[src/common/timer_map.svh]
`ifndef TIMER_MAP_SVH
`define TIMER_MAP_SVH

// Control and status register field positions, reset value and constants
`define TCR_RUN_BIT        0
`define TCR_PRESC_BIT      1
`define TCR_CLKSRC_BIT     2
`define TCR_ROLL_BIT       3
`define TCR_PINS_LO        5
`define TCR_PINS_HI        7
`define TCR_RESET_VAL      8'h00
`define TSR_ZD_BIT         0
`define PRESC_ALL_ONES     5'h1f
`define PRESC_ZERO         5'h00
`define CNT_ZERO           24'h000000
`define CNT_ONE            24'h000001
`define SEL_HIGH           2'h0
`define SEL_MID            2'h1
`define SEL_LOW            2'h2

`endif

[src/common/timer_pkg.sv]
package timer_pkg;
   typedef enum logic [1:0] {
      SRC_EXT_DIRECT = 2'b00,
      SRC_PRESC_SYS  = 2'b01,
      SRC_PRESC_EXT  = 2'b10
   } clk_src_t;
   typedef enum logic [1:0] {
      ST_HALT  = 2'b00,
      ST_ARMED = 2'b01,
      ST_RUN   = 2'b10
   } run_state_t;
endpackage : timer_pkg

[src/verilog/prescaled_down_counter_timer.sv]
`timescale 1ns/1ns
`include "timer_map.svh"

module prescaled_down_counter_timer
   import timer_pkg::*;
#(
   parameter int CNT_W = 24
) (
   input  wire logic             sys_clk_i,
   input  wire logic             rst_b_i,
   input  wire logic             timer_ext_input_i,
   input  wire logic [7:0]       timer_control_reg_wdata_i,
   input  wire logic             timer_control_reg_we_i,
   input  wire logic             timer_status_reg_we_i,
   input  wire logic [7:0]       timer_status_reg_wdata_i,
   input  wire logic [1:0]       preload_sel_i,
   input  wire logic             preload_we_i,
   input  wire logic [7:0]       preload_wdata_i,
   input  wire logic [1:0]       count_sel_i,
   input  wire logic             count_we_i,
   input  wire logic             timer_int_ack_i,
   input  wire logic [7:0]       timer_vector_i,
   output logic      [7:0]       timer_control_reg_o,
   output logic      [7:0]       timer_status_reg_o,
   output logic      [7:0]       preload_rdata_o,
   output logic      [7:0]       count_rdata_o,
   output logic      [CNT_W-1:0] counter_o,
   output logic                  zero_detect_flag_o,
   output logic                  timer_output_pin_o,
   output logic                  bus_transfer_ack_o,
   output logic      [7:0]       vector_o
);

   // -----------------------------------------------------------------
   // Input synchroniser and edge detect
   // -----------------------------------------------------------------
   // Third stage only remembers the previous synchronised level, so the
   // edge detector never reads the metastable first stage.
   logic sync1_q, sync2_q, sync3_q;
   logic sync1_d, sync2_d, sync3_d;
   logic ext_edge;

   always_comb begin
      sync1_d = timer_ext_input_i;
      sync2_d = sync1_q;
      sync3_d = sync2_q;
   end

   always_ff @(posedge sys_clk_i or negedge rst_b_i) begin
      if (!rst_b_i) begin
         sync1_q <= 1'b0;
         sync2_q <= 1'b0;
         sync3_q <= 1'b0;
      end else begin
         sync1_q <= sync1_d;
         sync2_q <= sync2_d;
         sync3_q <= sync3_d;
      end
   end

   assign ext_edge = sync2_q & ~sync3_q;

   // -----------------------------------------------------------------
   // Control register
   // -----------------------------------------------------------------
   logic [7:0] ctrl_q, ctrl_d;
   logic       run_en, presc_used, clk_ext, roll_mode;

   always_comb begin
      ctrl_d = ctrl_q;
      if (timer_control_reg_we_i) begin
         ctrl_d = timer_control_reg_wdata_i;
      end
   end

   always_ff @(posedge sys_clk_i or negedge rst_b_i) begin
      if (!rst_b_i) begin
         ctrl_q <= `TCR_RESET_VAL;
      end else begin
         ctrl_q <= ctrl_d;
      end
   end

   assign run_en     = ctrl_q[`TCR_RUN_BIT];
   assign presc_used = ctrl_q[`TCR_PRESC_BIT];
   assign clk_ext    = ctrl_q[`TCR_CLKSRC_BIT];
   assign roll_mode  = ctrl_q[`TCR_ROLL_BIT];

   // -----------------------------------------------------------------
   // Preload bytes: no reset, so reset leaves them alone
   // -----------------------------------------------------------------
   localparam int N_BYTES = CNT_W / 8;

   logic [CNT_W-1:0] preload_q, preload_d;
   logic [N_BYTES-1:0] pre_hit, cnt_hit;
   logic [7:0]         pre_byte [N_BYTES];
   logic [7:0]         cnt_byte [N_BYTES];

   // Select code 0 names the high byte, so byte b answers to N_BYTES-1-b
   for (genvar b = 0; b < N_BYTES; b++) begin : g_byte
      assign pre_hit[b]  = (preload_sel_i == 2'(N_BYTES - 1 - b));
      assign cnt_hit[b]  = (count_sel_i == 2'(N_BYTES - 1 - b));
      assign pre_byte[b] = preload_q[8*b +: 8];
      assign cnt_byte[b] = cnt_q[8*b +: 8];
   end

   // No interlock: a byte written in the cycle of a load lands afterwards
   always_comb begin
      preload_d = preload_q;
      for (int i = 0; i < N_BYTES; i++) begin
         if (preload_we_i && pre_hit[i]) begin
            preload_d[8*i +: 8] = preload_wdata_i;
         end
      end
   end

   always_ff @(posedge sys_clk_i) begin
      preload_q <= preload_d;
   end

   // -----------------------------------------------------------------
   // Prescaler, counter and run state
   // -----------------------------------------------------------------
   // The counter has no reset so its contents survive a reset pulse;
   // simulation starts it unknown until the first load.
   run_state_t       state_q, state_d;
   logic [4:0]       presc_q, presc_d;
   logic [CNT_W-1:0] cnt_q, cnt_d;
   logic             zd_q, zd_d;
   logic             presc_tick, cnt_tick, zd_clear;

   // Prescaler steps on system clock or on external edges
   assign presc_tick = presc_used & (clk_ext ? ext_edge : 1'b1);
   // Counter clock: prescaler rollover or direct external edge
   assign cnt_tick = presc_used ? (presc_tick && presc_q == `PRESC_ZERO)
                                : ext_edge;
   assign zd_clear = timer_status_reg_we_i
                   & timer_status_reg_wdata_i[`TSR_ZD_BIT];

   always_comb begin
      state_d = state_q;
      presc_d = presc_q;
      cnt_d   = cnt_q;
      zd_d    = zd_q;
      if (!run_en) begin
         state_d = ST_HALT;
         presc_d = `PRESC_ALL_ONES;
         zd_d    = 1'b0;
         // Counter held
      end else begin
         if (state_q == ST_HALT) begin
            state_d = ST_ARMED;
         end
         if (presc_tick) begin
            presc_d = presc_q - 5'h01;
         end
         // Clear first, so a coincident zero event wins
         if (zd_clear) begin
            zd_d = 1'b0;
         end
         if (cnt_tick) begin
            if (state_q != ST_RUN) begin
               cnt_d   = preload_q;
               state_d = ST_RUN;
            end else if (cnt_q == `CNT_ZERO && !roll_mode) begin
               cnt_d = preload_q;
            end else begin
               cnt_d = cnt_q - {{(CNT_W-1){1'b0}}, 1'b1};
               if (cnt_q == `CNT_ONE) begin
                  zd_d = 1'b1;
               end
            end
         end
      end
   end

   always_ff @(posedge sys_clk_i or negedge rst_b_i) begin
      if (!rst_b_i) begin
         state_q <= ST_HALT;
         presc_q <= `PRESC_ALL_ONES;
         zd_q    <= 1'b0;
      end else begin
         state_q <= state_d;
         presc_q <= presc_d;
         zd_q    <= zd_d;
      end
   end

   always_ff @(posedge sys_clk_i) begin
      cnt_q <= cnt_d;
   end

   // -----------------------------------------------------------------
   // Read paths and acknowledge
   // -----------------------------------------------------------------
   logic [7:0] pre_rd, cnt_rd;
   logic       pins_timer, ack_d;

   // Unlatched byte of the live counter; writes (count_we_i) are dropped,
   // so a read while running may tear across a decrement.
   always_comb begin
      pre_rd = 8'h00;
      cnt_rd = 8'h00;
      for (int i = 0; i < N_BYTES; i++) begin
         if (pre_hit[i]) begin
            pre_rd = pre_byte[i];
         end
         if (cnt_hit[i]) begin
            cnt_rd = cnt_byte[i];
         end
      end
   end

   // Any nonzero pin field selects timer use of the shared pins
   assign pins_timer = |ctrl_q[`TCR_PINS_HI:`TCR_PINS_LO];
   assign ack_d      = timer_int_ack_i & pins_timer & zd_q;

   // -----------------------------------------------------------------
   // Output registers
   // -----------------------------------------------------------------
   logic [7:0]       ctrl_o_d, stat_o_d, pre_o_d, cnt_o_d, vec_o_d;
   logic [CNT_W-1:0] counter_o_d;
   logic             zd_o_d, pin_o_d, ack_o_d;

   always_comb begin
      ctrl_o_d    = ctrl_q;
      stat_o_d    = {7'h00, zd_q};
      pre_o_d     = pre_rd;
      cnt_o_d     = cnt_rd;
      counter_o_d = cnt_q;
      zd_o_d      = zd_q;
      pin_o_d     = pins_timer & zd_q;
      ack_o_d     = ack_d;
      // Vector bus stays quiet unless the acknowledge is answered
      vec_o_d     = ack_d ? timer_vector_i : 8'h00;
   end

   always_ff @(posedge sys_clk_i or negedge rst_b_i) begin
      if (!rst_b_i) begin
         timer_control_reg_o <= 8'h00;
         timer_status_reg_o  <= 8'h00;
         preload_rdata_o     <= 8'h00;
         count_rdata_o       <= 8'h00;
         counter_o           <= '0;
         zero_detect_flag_o  <= 1'b0;
         timer_output_pin_o  <= 1'b0;
         bus_transfer_ack_o  <= 1'b0;
         vector_o            <= 8'h00;
      end else begin
         timer_control_reg_o <= ctrl_o_d;
         timer_status_reg_o  <= stat_o_d;
         preload_rdata_o     <= pre_o_d;
         count_rdata_o       <= cnt_o_d;
         counter_o           <= counter_o_d;
         zero_detect_flag_o  <= zd_o_d;
         timer_output_pin_o  <= pin_o_d;
         bus_transfer_ack_o  <= ack_o_d;
         vector_o            <= vec_o_d;
      end
   end

endmodule : prescaled_down_counter_timer

[config.mk]
export PLATFORM = sky130hd
export DESIGN_NAME = prescaled_down_counter_timer
export DESIGN_NICKNAME = d
export VERILOG_FILES = /design/src/common/timer_pkg.sv /design/src/verilog/prescaled_down_counter_timer.sv
export VERILOG_INCLUDE_DIRS = /design/src /design/src/common
export SDC_FILE = /design/constraint.sdc
export NUM_CORES = 1
export LEC_CHECK = 0
export ABC_CLOCK_PERIOD_IN_PS = 3200
export BUFFER_PORTS_ARGS = -buffer_cell sky130_fd_sc_hd__buf_2
export CORE_MARGIN = 2
export CORE_UTILIZATION = 58
export CTS_CLUSTER_DIAMETER = 120
export DETAILED_ROUTE_END_ITERATION = 10
export PLACE_DENSITY = 0.85
export SYNTH_ARGS = -nofsm -noshare
export SYNTH_HDL_FRONTEND = slang
export SYNTH_SLANG_ARGS = --single-unit
[constraint.sdc]
create_clock -name sys_clk_i -period 3.2 [get_ports sys_clk_i]
set_clock_uncertainty 0.2 [all_clocks]
set_input_delay 0.16 -clock sys_clk_i [delete_from_list [all_inputs] [get_ports sys_clk_i]]
set_output_delay 0.16 -clock sys_clk_i [all_outputs]
set_load 0.01 [all_outputs]
Word level (Yosys, flattened, before mapping)

Index checks and enable logic that the tools add are counted.

Bits in registers: 126
Input bits: 44
Word-level logic and storage cells: 71

Add/subtract/negate cells: 2
Equality and inequality tests: 7
Multiplexer cells: 23
Bitwise gates (word level): 7
Reductions and logical operators: 13

Operator list:

| operator                | count |
|---|---|
| $mux W8                 | 7 |
| $mux W24                | 2 |
| $eq A24 B1 Y1 const B   | 1 |
| $logic_not A24 Y1       | 1 |
| $sub A24 B1 Y24 const B | 1 |
| $mux W5                 | 2 |
| $mux W1                 | 8 |
| $mux W2                 | 4 |
| $and A1 B1 Y1           | 6 |
| $logic_not A2 Y1        | 3 |
| $logic_and A1 B1 Y1     | 5 |
| $logic_not A5 Y1        | 1 |
| $sub A5 B1 Y5 const B   | 1 |
| $eq A2 B1 Y1 const B    | 2 |
| $eq A2 B2 Y1 const B    | 2 |
| $reduce_or A3 Y1        | 1 |
| $ne A2 B1 Y1 const B    | 1 |
| $ne A2 B2 Y1 const B    | 1 |
| $reduce_and A2 Y1       | 1 |
| $logic_not A1 Y1        | 1 |
| $not A1 Y1              | 1 |

Longest topological paths before layout

Gate-level depths: netlist of run 1.

Depth after elaboration: 8
Mapped depth: 9

Least setup slack after synthesis of run 1

Ideal clock, no wire load.

Path type: register to register
From: register cnt_q[12]
To: register cnt_q[0], data pin
Library setup time: 0.265 ns
Data arrival time: 1.702 ns
Data required time: 2.735 ns
Path slack: 1.033 ns
Stages on the path, launching flop included: 7
Clock period less this slack: 2.167 ns
Cell sequence: edfxtp_1 > nor4_2 > nand4_1 > o31ai_2 > buf_6 > buf_6 > o21ai_0

Longest elaborated chain between the ends: 4

Ends and longest elaborated chain:

| element                     | RTL line                            | source |
|---|---|---|
| start, declared             | prescaled_down_counter_timer.sv:128 | `logic [CNT_W-1:0] cnt_q, cnt_d;` |
| start signal, assigned      | prescaled_down_counter_timer.sv:190 | `cnt_q <= cnt_d;` |
| $logic_not A24 Y1 (no line) | -                                   |  |
| $logic_and A1 B1 Y1         | prescaled_down_counter_timer.sv:165 | `` end else if (cnt_q == `CNT_ZERO && !roll_mode) begin `` |
| $mux W24                    | prescaled_down_counter_timer.sv:165 |  |
| $mux W24                    | prescaled_down_counter_timer.sv:162 | `if (state_q != ST_RUN) begin` |

No other way between the ends.
A chain may end at the register's enable or synchronous reset.

Final worst setup path of run 1

From: register cnt_q[4]
To: register cnt_q[15], data pin

Longest elaborated chain between the ends: 4
Elaborated cells on any way between the ends: 5

Ends and longest elaborated chain:

| element                                                 | RTL line |
|---|---|
| branches (longest 2 deep; another with $sub A24 B1 Y24) | - |
| $mux W24 (*)                                            | prescaled_down_counter_timer.sv:165 |
| $mux W24 (*)                                            | prescaled_down_counter_timer.sv:162 |

Every way passes the cells marked *.

==> results.toml, run 1 <==
[critical_path]
max_stage_delay_ns = 0.58
path_buf_inv = 1
cp-end-kind = "register"
critPathTopFamily = "simple AND/OR/NAND/NOR gates"
regToRegSetupSlack_ns = 0.65
cp_max_fo = 48
slowest_stage = "nor4_4"
r2r_cells = 6
startpoint_type = "register"
r2r_end = "cnt_q[15]"
path_cells = "nor4_4 > nand4b_1 > o31ai_4 > buf_12 > a21oi_1 > a21o_1"
worstPathRequired_ns = 3.27
critPathArrivalTime_ns = 2.62
timing.rr.start = "cnt_q[4]"
path_class = "register to register"

[place]
hpwl_mm = 6.83
port_buffers = 95
place_congestion = 0.928

[global_routing]
grt_usage = 0.263
grt_overflow = 0
grt_start_max_net_pins = 79
grt_antenna_before_repair = 0
grt_pass1_vias = 3763
grt_first_pass_wirelength_mm = 19.1

[cells_and_area]
fillers = 411
most-common-layout-cells = "94 x buf_2, 73 x dfrtp_1, 54 x nand2_1, 52 x dlygate4sd3_1, 48 x edfxtp_1"
mostFrequentLayoutCell = "buf_2"
final_net_count = 579
fin_util = 0.804
layout-drive-gt1-share = 0.278
antenna_cells = 0
syn_to_final_growth_pct = 33.5

[logic_synthesis]
synth.area.top_cells = "dfrtp_1 37%, edfxtp_1 29%, nand2_1 4.1%"
syn_area_um2 = 4970
synthDominantCellAreaShare = 0.367
yosys.cell_types.count = 41
async_flop_share = 0.619
syn_inst = 375
synth_top_cell_by_area = "dfrtp_1"
yosys_register_bits = 126
syn_avg_cell_area_um2 = 13.3
synth-main-ff-cell = "dfrtp_1"
seq_area_frac_synth = 0.683
yosysWarnings = 0
synth_edf_count = 48

[power]
p_per_area_nw_per_um2 = 618
irDropWorstVdd_mv = 0.417
p_sw_mw = 0.981
swShare = 0.239
power_frac_seq = 0.456
leakage_nw = 2.94
clkPwrFrac = 0.455
p_int_mw = 3.12
combPwrFrac = 0.089

[floorplanning]
start_util = 0.602
die_h_um = 96.6
die_area_um2 = 9330
core.rowCount = 33
ios = 111
fp.coreArea_um2 = 8260
die_w_um = 96.6

[clock_network]
cts-htree-levels = 4
clk_pin_slew_ns = 0.06
cts.sinks = 126
insertion_delay_ns = 0.52
post_cts_buffers = 0
numCtsBuffers = 17
cts_buffer_depth = 2
cts_root_buffer = "clkbuf_8"
cts_tree = "built"

[hold_path]
min_from = "preload_we_i"
hold_path_class = "input port to register"
hold_end = "preload_q[21]"
min_path_cells = 3

[sta]
fmax_mhz = 392
final_hold_viol_count = 0
rsz0062_at_grt = "false"
setup_viol = 0
post-route-min-period_ns = 2.55
tns_ns = 0
fin_crit_sh = 0.796
slew_headroom = 0.354
maxSlewViolCount = 0
max_slew.worst_pin.slew_ns = 0.969

[route]
drcViolationCount = 0
num_vias = 3633
ant_nets = 0
routed_wl_mm = 11.8
wl_per_cell_um = 18.1
drt_iter0_drc = 327
vias_per_cell = 5.61
first_pass_iters = 5

[status]
outcome = "complete, no violations"

[job]
drv_cap = 0
==> worst max path at each step <==
stage                     slack (ns)   endpoint  cells past startpoint      start
after global placement          0.76  cnt_q[15]                      6  cnt_q[12]
after detailed placement        0.72  cnt_q[15]                      6  cnt_q[12]
after CTS                       0.69  cnt_q[15]                      6  cnt_q[12]
after floorplan                 1.03   cnt_q[0]                      6  cnt_q[12]
final                           0.65  cnt_q[15]                      6   cnt_q[4]
after global routing            0.58  cnt_q[15]                      6   cnt_q[4]
==> cell usage after synthesis (all sizes together), types with 2 or more instances <==
master  count
a21oi       3
and2        3
and3        8
buf        12
clkbuf      9
dfrtp      73
dfstp       5
edfxtp     48
ha          5
inv         5
mux2        7
mux2i      16
nand2      54
nand3       3
nand3b      2
nand4       6
nor2       11
nor2b       5
nor3        9
nor3b       3
nor4        9
o21a        2
o21ai      42
xnor2      14
xor2       11
==> metrics by stage <==
step	worst slack (ns)	cells	total power [mW]	area [um^2]	hold slack, ns
floorplan	1.03	381	2.06	5000	-0.336
global placement	0.762	564	2.18	5520	0.0715
detailed placement	0.719	564	2.20	5520	0.0713
CTS	0.688	648	4.10	6640	0.0101
global route	0.578	648	4.26	6640	0.0251
finish	0.652	648	4.10	6640	0.0207
==> cells by family after synthesis <==
family                   Yosys count  synth area share
AO/OA/AOI/OAI                     52            0.0609
flip-flops                       126             0.683
buffers and inverters             26            0.0312
adder cells (fa/ha/maj)            5            0.0126
AND/OR/NAND/NOR                  117             0.119
XOR/XNOR                          25            0.0440
other                              1          0.000754
multiplexers                      23            0.0480
==> per-layer routing <==
metal | global-route usage | vias to the layer above | wire (um)
met5 | 0 | - | 0
met4 | 0.111 | 0 | 261
met3 | 0.0723 | 24 | 945
met2 | 0.421 | 221 | 5890
met1 | 0.340 | 1773 | 4660
li1 | - | 1615 | -
==> cell type report <==
type | instances | area [um^2] | area share
Clock inverter | 9 | 67.6 | 0.0102
Tap cell | 105 | 131 | 0.0198
Inverter | 5 | 18.8 | 0.00283
Sequential cell | 126 | 3400 | 0.512
Clock buffer | 23 | 532 | 0.0801
Timing Repair Buffer | 151 | 1040 | 0.157
Multi-Input combinational cell | 229 | 1450 | 0.219
==> power groups by stage <==
| stage | sequential (mW) | clock (mW) | combinational (mW) |
|---|---|---|---|
| finish | 1.87 | 1.87 | 0.364 |
| global route | 1.88 | 1.98 | 0.400 |
| CTS | 1.87 | 1.87 | 0.359 |
| detailed placement | 1.90 | 0 | 0.303 |
| global placement | 1.89 | 0 | 0.292 |
| floorplan | 1.89 | 0 | 0.170 |
==> what timing repair did <==
item,4_1_cts,5_1_grt
hold endpoints to repair,132,0
hold buffers,52,0
resized for setup,0,0
==> state kept, by name (all words and copies together), names as in the netlist <==
signal               cells
sync3_q                  1
zd_o_d                   1
timer_output_pin_o       1
timer_control_reg_o      8
cnt_q                   24
ctrl_o_d                 8
preload_rdata_o          8
preload_q               24
presc_q                  5
sync1_q                  1
bus_transfer_ack_o       1
timer_status_reg_o       1
counter_o               24
sync2_q                  1
vector_o                 8
state_q                  2
count_rdata_o            8
==> tightest hold or removal path, cell delays in order <==
cell	delay, ns
buf_2	0.10
nor3b_1	0.13
buf_4	0.17
(Power assumes the default switching activity.)
==> run 2, diff against run 1 <==
Settings changed: ABC_CLOCK_PERIOD_IN_PS 3200 to 2600, CORE_UTILIZATION 58 to 54, PLACE_DENSITY 0.85 to 0.8.
Clock period 3.2 ns to 2.6 ns, I/O delays scaled along.
==> run 2 against run 1 <==
Effect of this change:
- core utilization down 5.9 points
- die area up 7.1%
- sequential cell count is the same
- hold slack gained 0.029 ns
- design area is 2.2% higher
- fmax grew 4.2%
- via count up 0.99%
- clock-buffer cell count decreased by 4
- first-iteration DRC count down 1.5%
- largest cell class unchanged
- highest routed layer unchanged
==> results.toml, run 2 (synthesis results as in run 1) <==
[cells_and_area]
layout-drive-gt1-share = 0.297
mostFrequentLayoutCell = "buf_2"
reg_top3 = "cnt_q x24, counter_o x24, preload_q x24"
syn_to_final_growth_pct = 36.4
most-common-layout-cells = "94 x buf_2, 73 x dfrtp_1, 54 x nand2_1, 53 x dlygate4sd3_1, 48 x edfxtp_1"
final_net_count = 594
antenna_cells = 0
stdcell_area_um2 = 6790

[place]
hpwl_mm = 6.76
placed_area_um2 = 5630
port_buffers = 95
place_congestion = 0.892

[sta]
tns_ns = 0
max_slew.worst_pin.slew_ns = 0.925
final_hold_viol_count = 0
fmax_mhz = 409
slew_headroom = 0.383
fin_crit_sh = 0.941
setup_viol = 0
rsz0062_at_grt = "false"
maxSlewViolCount = 0
post-route-min-period_ns = 2.45

[critical_path]
path_cells = "nor4_2 > nand4b_1 > o31ai_4 > buf_4 > o21ai_0"
r2r_cells = 5
timing.rr.start = "cnt_q[8]"
critPathLaunch = "cnt_q[8]"
startpoint_type = "register"
path_class = "register to register"
path_buf_inv = 1
critPathArrivalTime_ns = 2.49
r2r_end = "cnt_q[1]"
regToRegSetupSlack_ns = 0.15
max_stage_delay_ns = 0.51
slowest_stage = "edfxtp_1"
cp-end-kind = "register"
worstPathRequired_ns = 2.65
cp_max_fo = 22
critPathTopFamily = "simple AND/OR/NAND/NOR gates"

[power]
p_per_area_nw_per_um2 = 764
irDropWorstVdd_mv = 0.623
leakage_nw = 3.03

[route]
first_pass_iters = 5
drcViolationCount = 0
routed_wl_mm = 12.2
vias_per_cell = 5.48
wl_per_cell_um = 18.2
num_vias = 3669
ant_nets = 0
drt_iter0_drc = 322

[clock_network]
cts.sinks = 126
post_cts_buffers = 0
cts_tree = "built"
numCtsBuffers = 17
clk_pin_slew_ns = 0.07
insertion_delay_ns = 0.52
cts-htree-levels = 4
cts_root_buffer = "clkbuf_8"
cts_buffer_depth = 2

[floorplanning]
fp.coreArea_um2 = 9110
ios = 111
die_h_um = 100
die_area_um2 = 10000
die_w_um = 100
start_util = 0.546
core.rowCount = 35

[global_routing]
grt_first_pass_wirelength_mm = 19.3
grt_pass1_vias = 3758
grt_usage = 0.261
grt_start_max_net_pins = 76
grt_overflow = 0
grt_antenna_before_repair = 0

[status]
outcome = "complete, no violations"

[job]
drv_cap = 0

[hold_path]
hold_end = "sync1_q"
hold_path_class = "input port to register"
min_path_cells = 2
min_from = "timer_ext_input_i"
==> run 2: cell count changes in the layout (fill, tap and decap cells not counted), moves of 2 or more <==
cell / previous run / this run
buf_4: 4 / 18
bufinv_16: 0 / 2
clkbuf_16: 20 / 18
clkinv_4: 2 / 5
clkinvlp_4: 3 / 0
inv_4: 0 / 2
==> run 2: cell type report <==
cell class                 instances  area, um^2
tap                              111         139
clock buffer                      19         464
sequential                       126        3400
multi-input combinational        229        1460
clock inverter                    13         148
inverter                           5        18.8
timing repair buffer             166        1160
fill                             550        2320
==> run 2: through the flow <==
step / power, mW / hold WS, ns / std cells / setup slack [ns] / utilization
floorplan: 2.54 / -0.366 / 381 / 0.433 / -
global placement: 2.70 / 0.0403 / 584 / 0.243 / 0.619
detailed placement: 2.72 / 0.0409 / 584 / 0.157 / 0.619
CTS: 5.17 / 0.0313 / 669 / 0.123 / 0.744
global route: 5.36 / 0.0516 / 669 / 0.0726 / 0.745
finish: 5.18 / 0.0497 / 669 / 0.155 / 0.745
==> run 2: layer usage <==
layer  GRT usage  share of wire
met5           0              0
met3      0.0703          0.071
met2       0.442           0.51
met1       0.320           0.39
met4       0.106          0.026
==> run 2: worst max-delay path by stage <==
stage,endpoint,slack [ns],cells after the start
2_1_floorplan,cnt_q[0],0.43,6
3_3_place_gp,cnt_q[1],0.24,5
3_5_place_dp,cnt_q[1],0.16,5
4_1_cts,cnt_q[0],0.12,5
5_1_grt,cnt_q[1],0.07,5
6_report,cnt_q[1],0.15,5
==> run 2: where the power goes <==
group | internal (mW) | leakage (nW) | total [mW] | switching, mW
logic | 0.219 | 1.34 | 0.484 | 0.265
clock network | 1.49 | 0.304 | 2.41 | 0.914
registers | 2.21 | 1.39 | 2.29 | 0.0852
total | 3.92 | 3.03 | 5.18 | 1.26
==> run 2: timing repair <==
item / 4_1_cts / 5_1_grt
endpoints found under the setup margin: 0 / 1
endpoints found under the hold margin: 148 / 0
resized for setup: 0 / 1
hold buffers: 53 / 0
==> run 2: worst reg2reg max path, stage by stage, from the launching register on <==
cell and delay (ns):
edfxtp_1 0.51, nor4_2 0.48, nand4b_1 0.22, o31ai_4 0.27, buf_4 0.31, o21ai_0 0.18
==> run 3, diff against run 2 <==
Settings changed: CELL_PAD_IN_SITES_DETAIL_PLACEMENT set to 1, CELL_PAD_IN_SITES_GLOBAL_PLACEMENT set to 2, CORE_UTILIZATION 54 to 36, PLACE_DENSITY 0.8 to unset, PLACE_DENSITY_LB_ADDON set to 0.1.
==> run 3 against run 2 <==
Effect of this change:
- core utilization is 23 points lower
- non-clock buffer count is 6 higher
- largest cell class unchanged
- die area is 48% higher
- sequential power hardly changed
- combinational power is 1% higher
- sequential cell count stayed put
- hold slack worse by 0.028 ns
==> results.toml, run 3 (synthesis results as in run 1) <==
[status]
outcome = "complete, no violations"

[critical_path]
startpoint_type = "register"
critPathTopFamily = "simple AND/OR/NAND/NOR gates"
path_buf_inv = 1
path_cells = "nor4_2 > nand4_1 > o31ai_4 > buf_4 > o21ai_1"
max_stage_delay_ns = 0.47
slowest_stage = "edfxtp_1"
path_class = "register to register"
cp-end-kind = "register"
critPathArrivalTime_ns = 2.41
cp_max_fo = 18
worstPathRequired_ns = 2.56

[sta]
maxSlewViolCount = 0
setup_viol = 0
fmax_mhz = 408
max_slew.worst_pin.slew_ns = 0.641
slew_headroom = 0.572
tns_ns = 0
rsz0062_at_grt = "false"
final_hold_viol_count = 0
fin_crit_sh = 0.943
post-route-min-period_ns = 2.45

[route]
wl_met3_um = 653
wl_per_cell_um = 16.8
ant_nets = 0
wl_met2_mm = 5.77
routed_wl_mm = 12.4
drt_iter0_drc = 185
met1Wirelength_mm = 5.77
vias_per_cell = 4.72
drcViolationCount = 0
top_layer = "met4"
first_pass_iters = 4
num_vias = 3481

[hold_path]
hold_path_class = "input port to register"

[global_routing]
grt_pass1_vias = 3771
grt_overflow = 0
grt_antenna_before_repair = 0
grt_first_pass_wirelength_mm = 19.8
grt_usage = 0.180
grt_start_max_net_pins = 42

[cells_and_area]
seqCellArea_um2 = 3400
fin_util = 0.512
mostFrequentLayoutCell = "buf_2"
reg_top3 = "cnt_q x24, counter_o x24, preload_q x24"
antenna_cells = 0
most-common-layout-cells = "94 x buf_2, 73 x dfrtp_1, 54 x nand2_1, 50 x dlygate4sd3_1, 48 x edfxtp_1"
multiInputGateArea_um2 = 1450
syn_to_final_growth_pct = 37.4
layout-drive-gt1-share = 0.304
fillers = 1408
stdcell_count = 738
final_net_count = 600
stdcell_area_um2 = 6840

[clock_network]
cts_tree = "built"
insertion_delay_ns = 0.41
cts-htree-levels = 4
post_cts_buffers = 0
numCtsBuffers = 17
cts_root_buffer = "clkbuf_16"
cts_buffer_depth = 2
cts.sinks = 126
clk_pin_slew_ns = 0.05

[power]
power_frac_seq = 0.460
swShare = 0.229
p_sw_mw = 1.13
clkPwrFrac = 0.441
combPwrFrac = 0.099
irDropWorstVdd_mv = 0.408
leakage_nw = 3.03
power.total_mw = 4.95
p_per_area_nw_per_um2 = 724
p_int_mw = 3.82

[floorplanning]
die_area_um2 = 14800
ios = 111
fp.coreArea_um2 = 13300
die_w_um = 122
die_h_um = 122
start_util = 0.373
core.rowCount = 42

[place]
hpwl_mm = 8.57
placed_cells = 658
place_congestion = 0.802
port_buffers = 95
placed_area_um2 = 5780

[job]
drv_cap = 0
-- run 3: area by class of cell --
class | count | area share
inverters | 5 | 0.00274
multi-input cells | 229 | 0.212
repair buffers | 172 | 0.175
clock buffers | 25 | 0.0770
clock inverters | 5 | 0.00403
flip-flops and latches | 126 | 0.497
well taps | 176 | 0.0322
-- run 3: timing repair --
| item | in CTS | in global routing |
|---|---|---|
| endpoints found under the hold margin | 137 | 0 |
| gates resized for setup | 0 | 0 |
| hold buffers | 50 | 0 |
-- run 3: worst register-to-register path: cells and delay by family, from the launching register on --
kind	cells	cell delay, ns
AND/OR/NAND/NOR	2	0.72
AO/OA/AOI/OAI	2	0.51
flip-flops	1	0.47
buffers and inverters	1	0.30
-- run 3: path summary, 6_finish.rpt --
kind | start | end | slack (ns) | cells after the start
max | cnt_q[11] | cnt_q[19] | 0.15 | 5
min | preload_sel_i[0] | preload_rdata_o[0] | 0.02 | 3
max reg2reg | cnt_q[11] | cnt_q[19] | 0.15 | 5
min reg2reg | sync1_q | sync2_q | 0.15 | 0
max in group asynchronous | rst_b_i | counter_o[5] | 1.54 | 3
min in group asynchronous | rst_b_i | timer_control_reg_o[4] | 0.05 | 2
-- run 3: through the flow --
stage / setup slack, ns / hold slack (ns)
final: 0.147 / 0.0216
after floorplan: 0.433 / -0.366
after global placement: 0.210 / -0.0487
after detailed placement: 0.140 / -0.0430
after CTS: 0.129 / 0.00588
after global routing: 0.0252 / 0.0589
-- run 3: routing by layer --
layer / GRT usage / up-vias
met4: 0.0747 / 0
met5: 0 / -
met2: 0.285 / 108
met3: 0.0459 / 26
li1: - / 1658
met1: 0.238 / 1689
-- run 3: power groups by stage --
| stage | registers, mW | clock network (mW) | logic, mW |
|---|---|---|---|
| after floorplan | 2.33 | 0 | 0.209 |
| after global placement | 2.31 | 0 | 0.429 |
| after detailed placement | 2.31 | 0 | 0.437 |
| after CTS | 2.28 | 2.24 | 0.498 |
| after global routing | 2.29 | 2.33 | 0.545 |
| final | 2.28 | 2.18 | 0.490 |
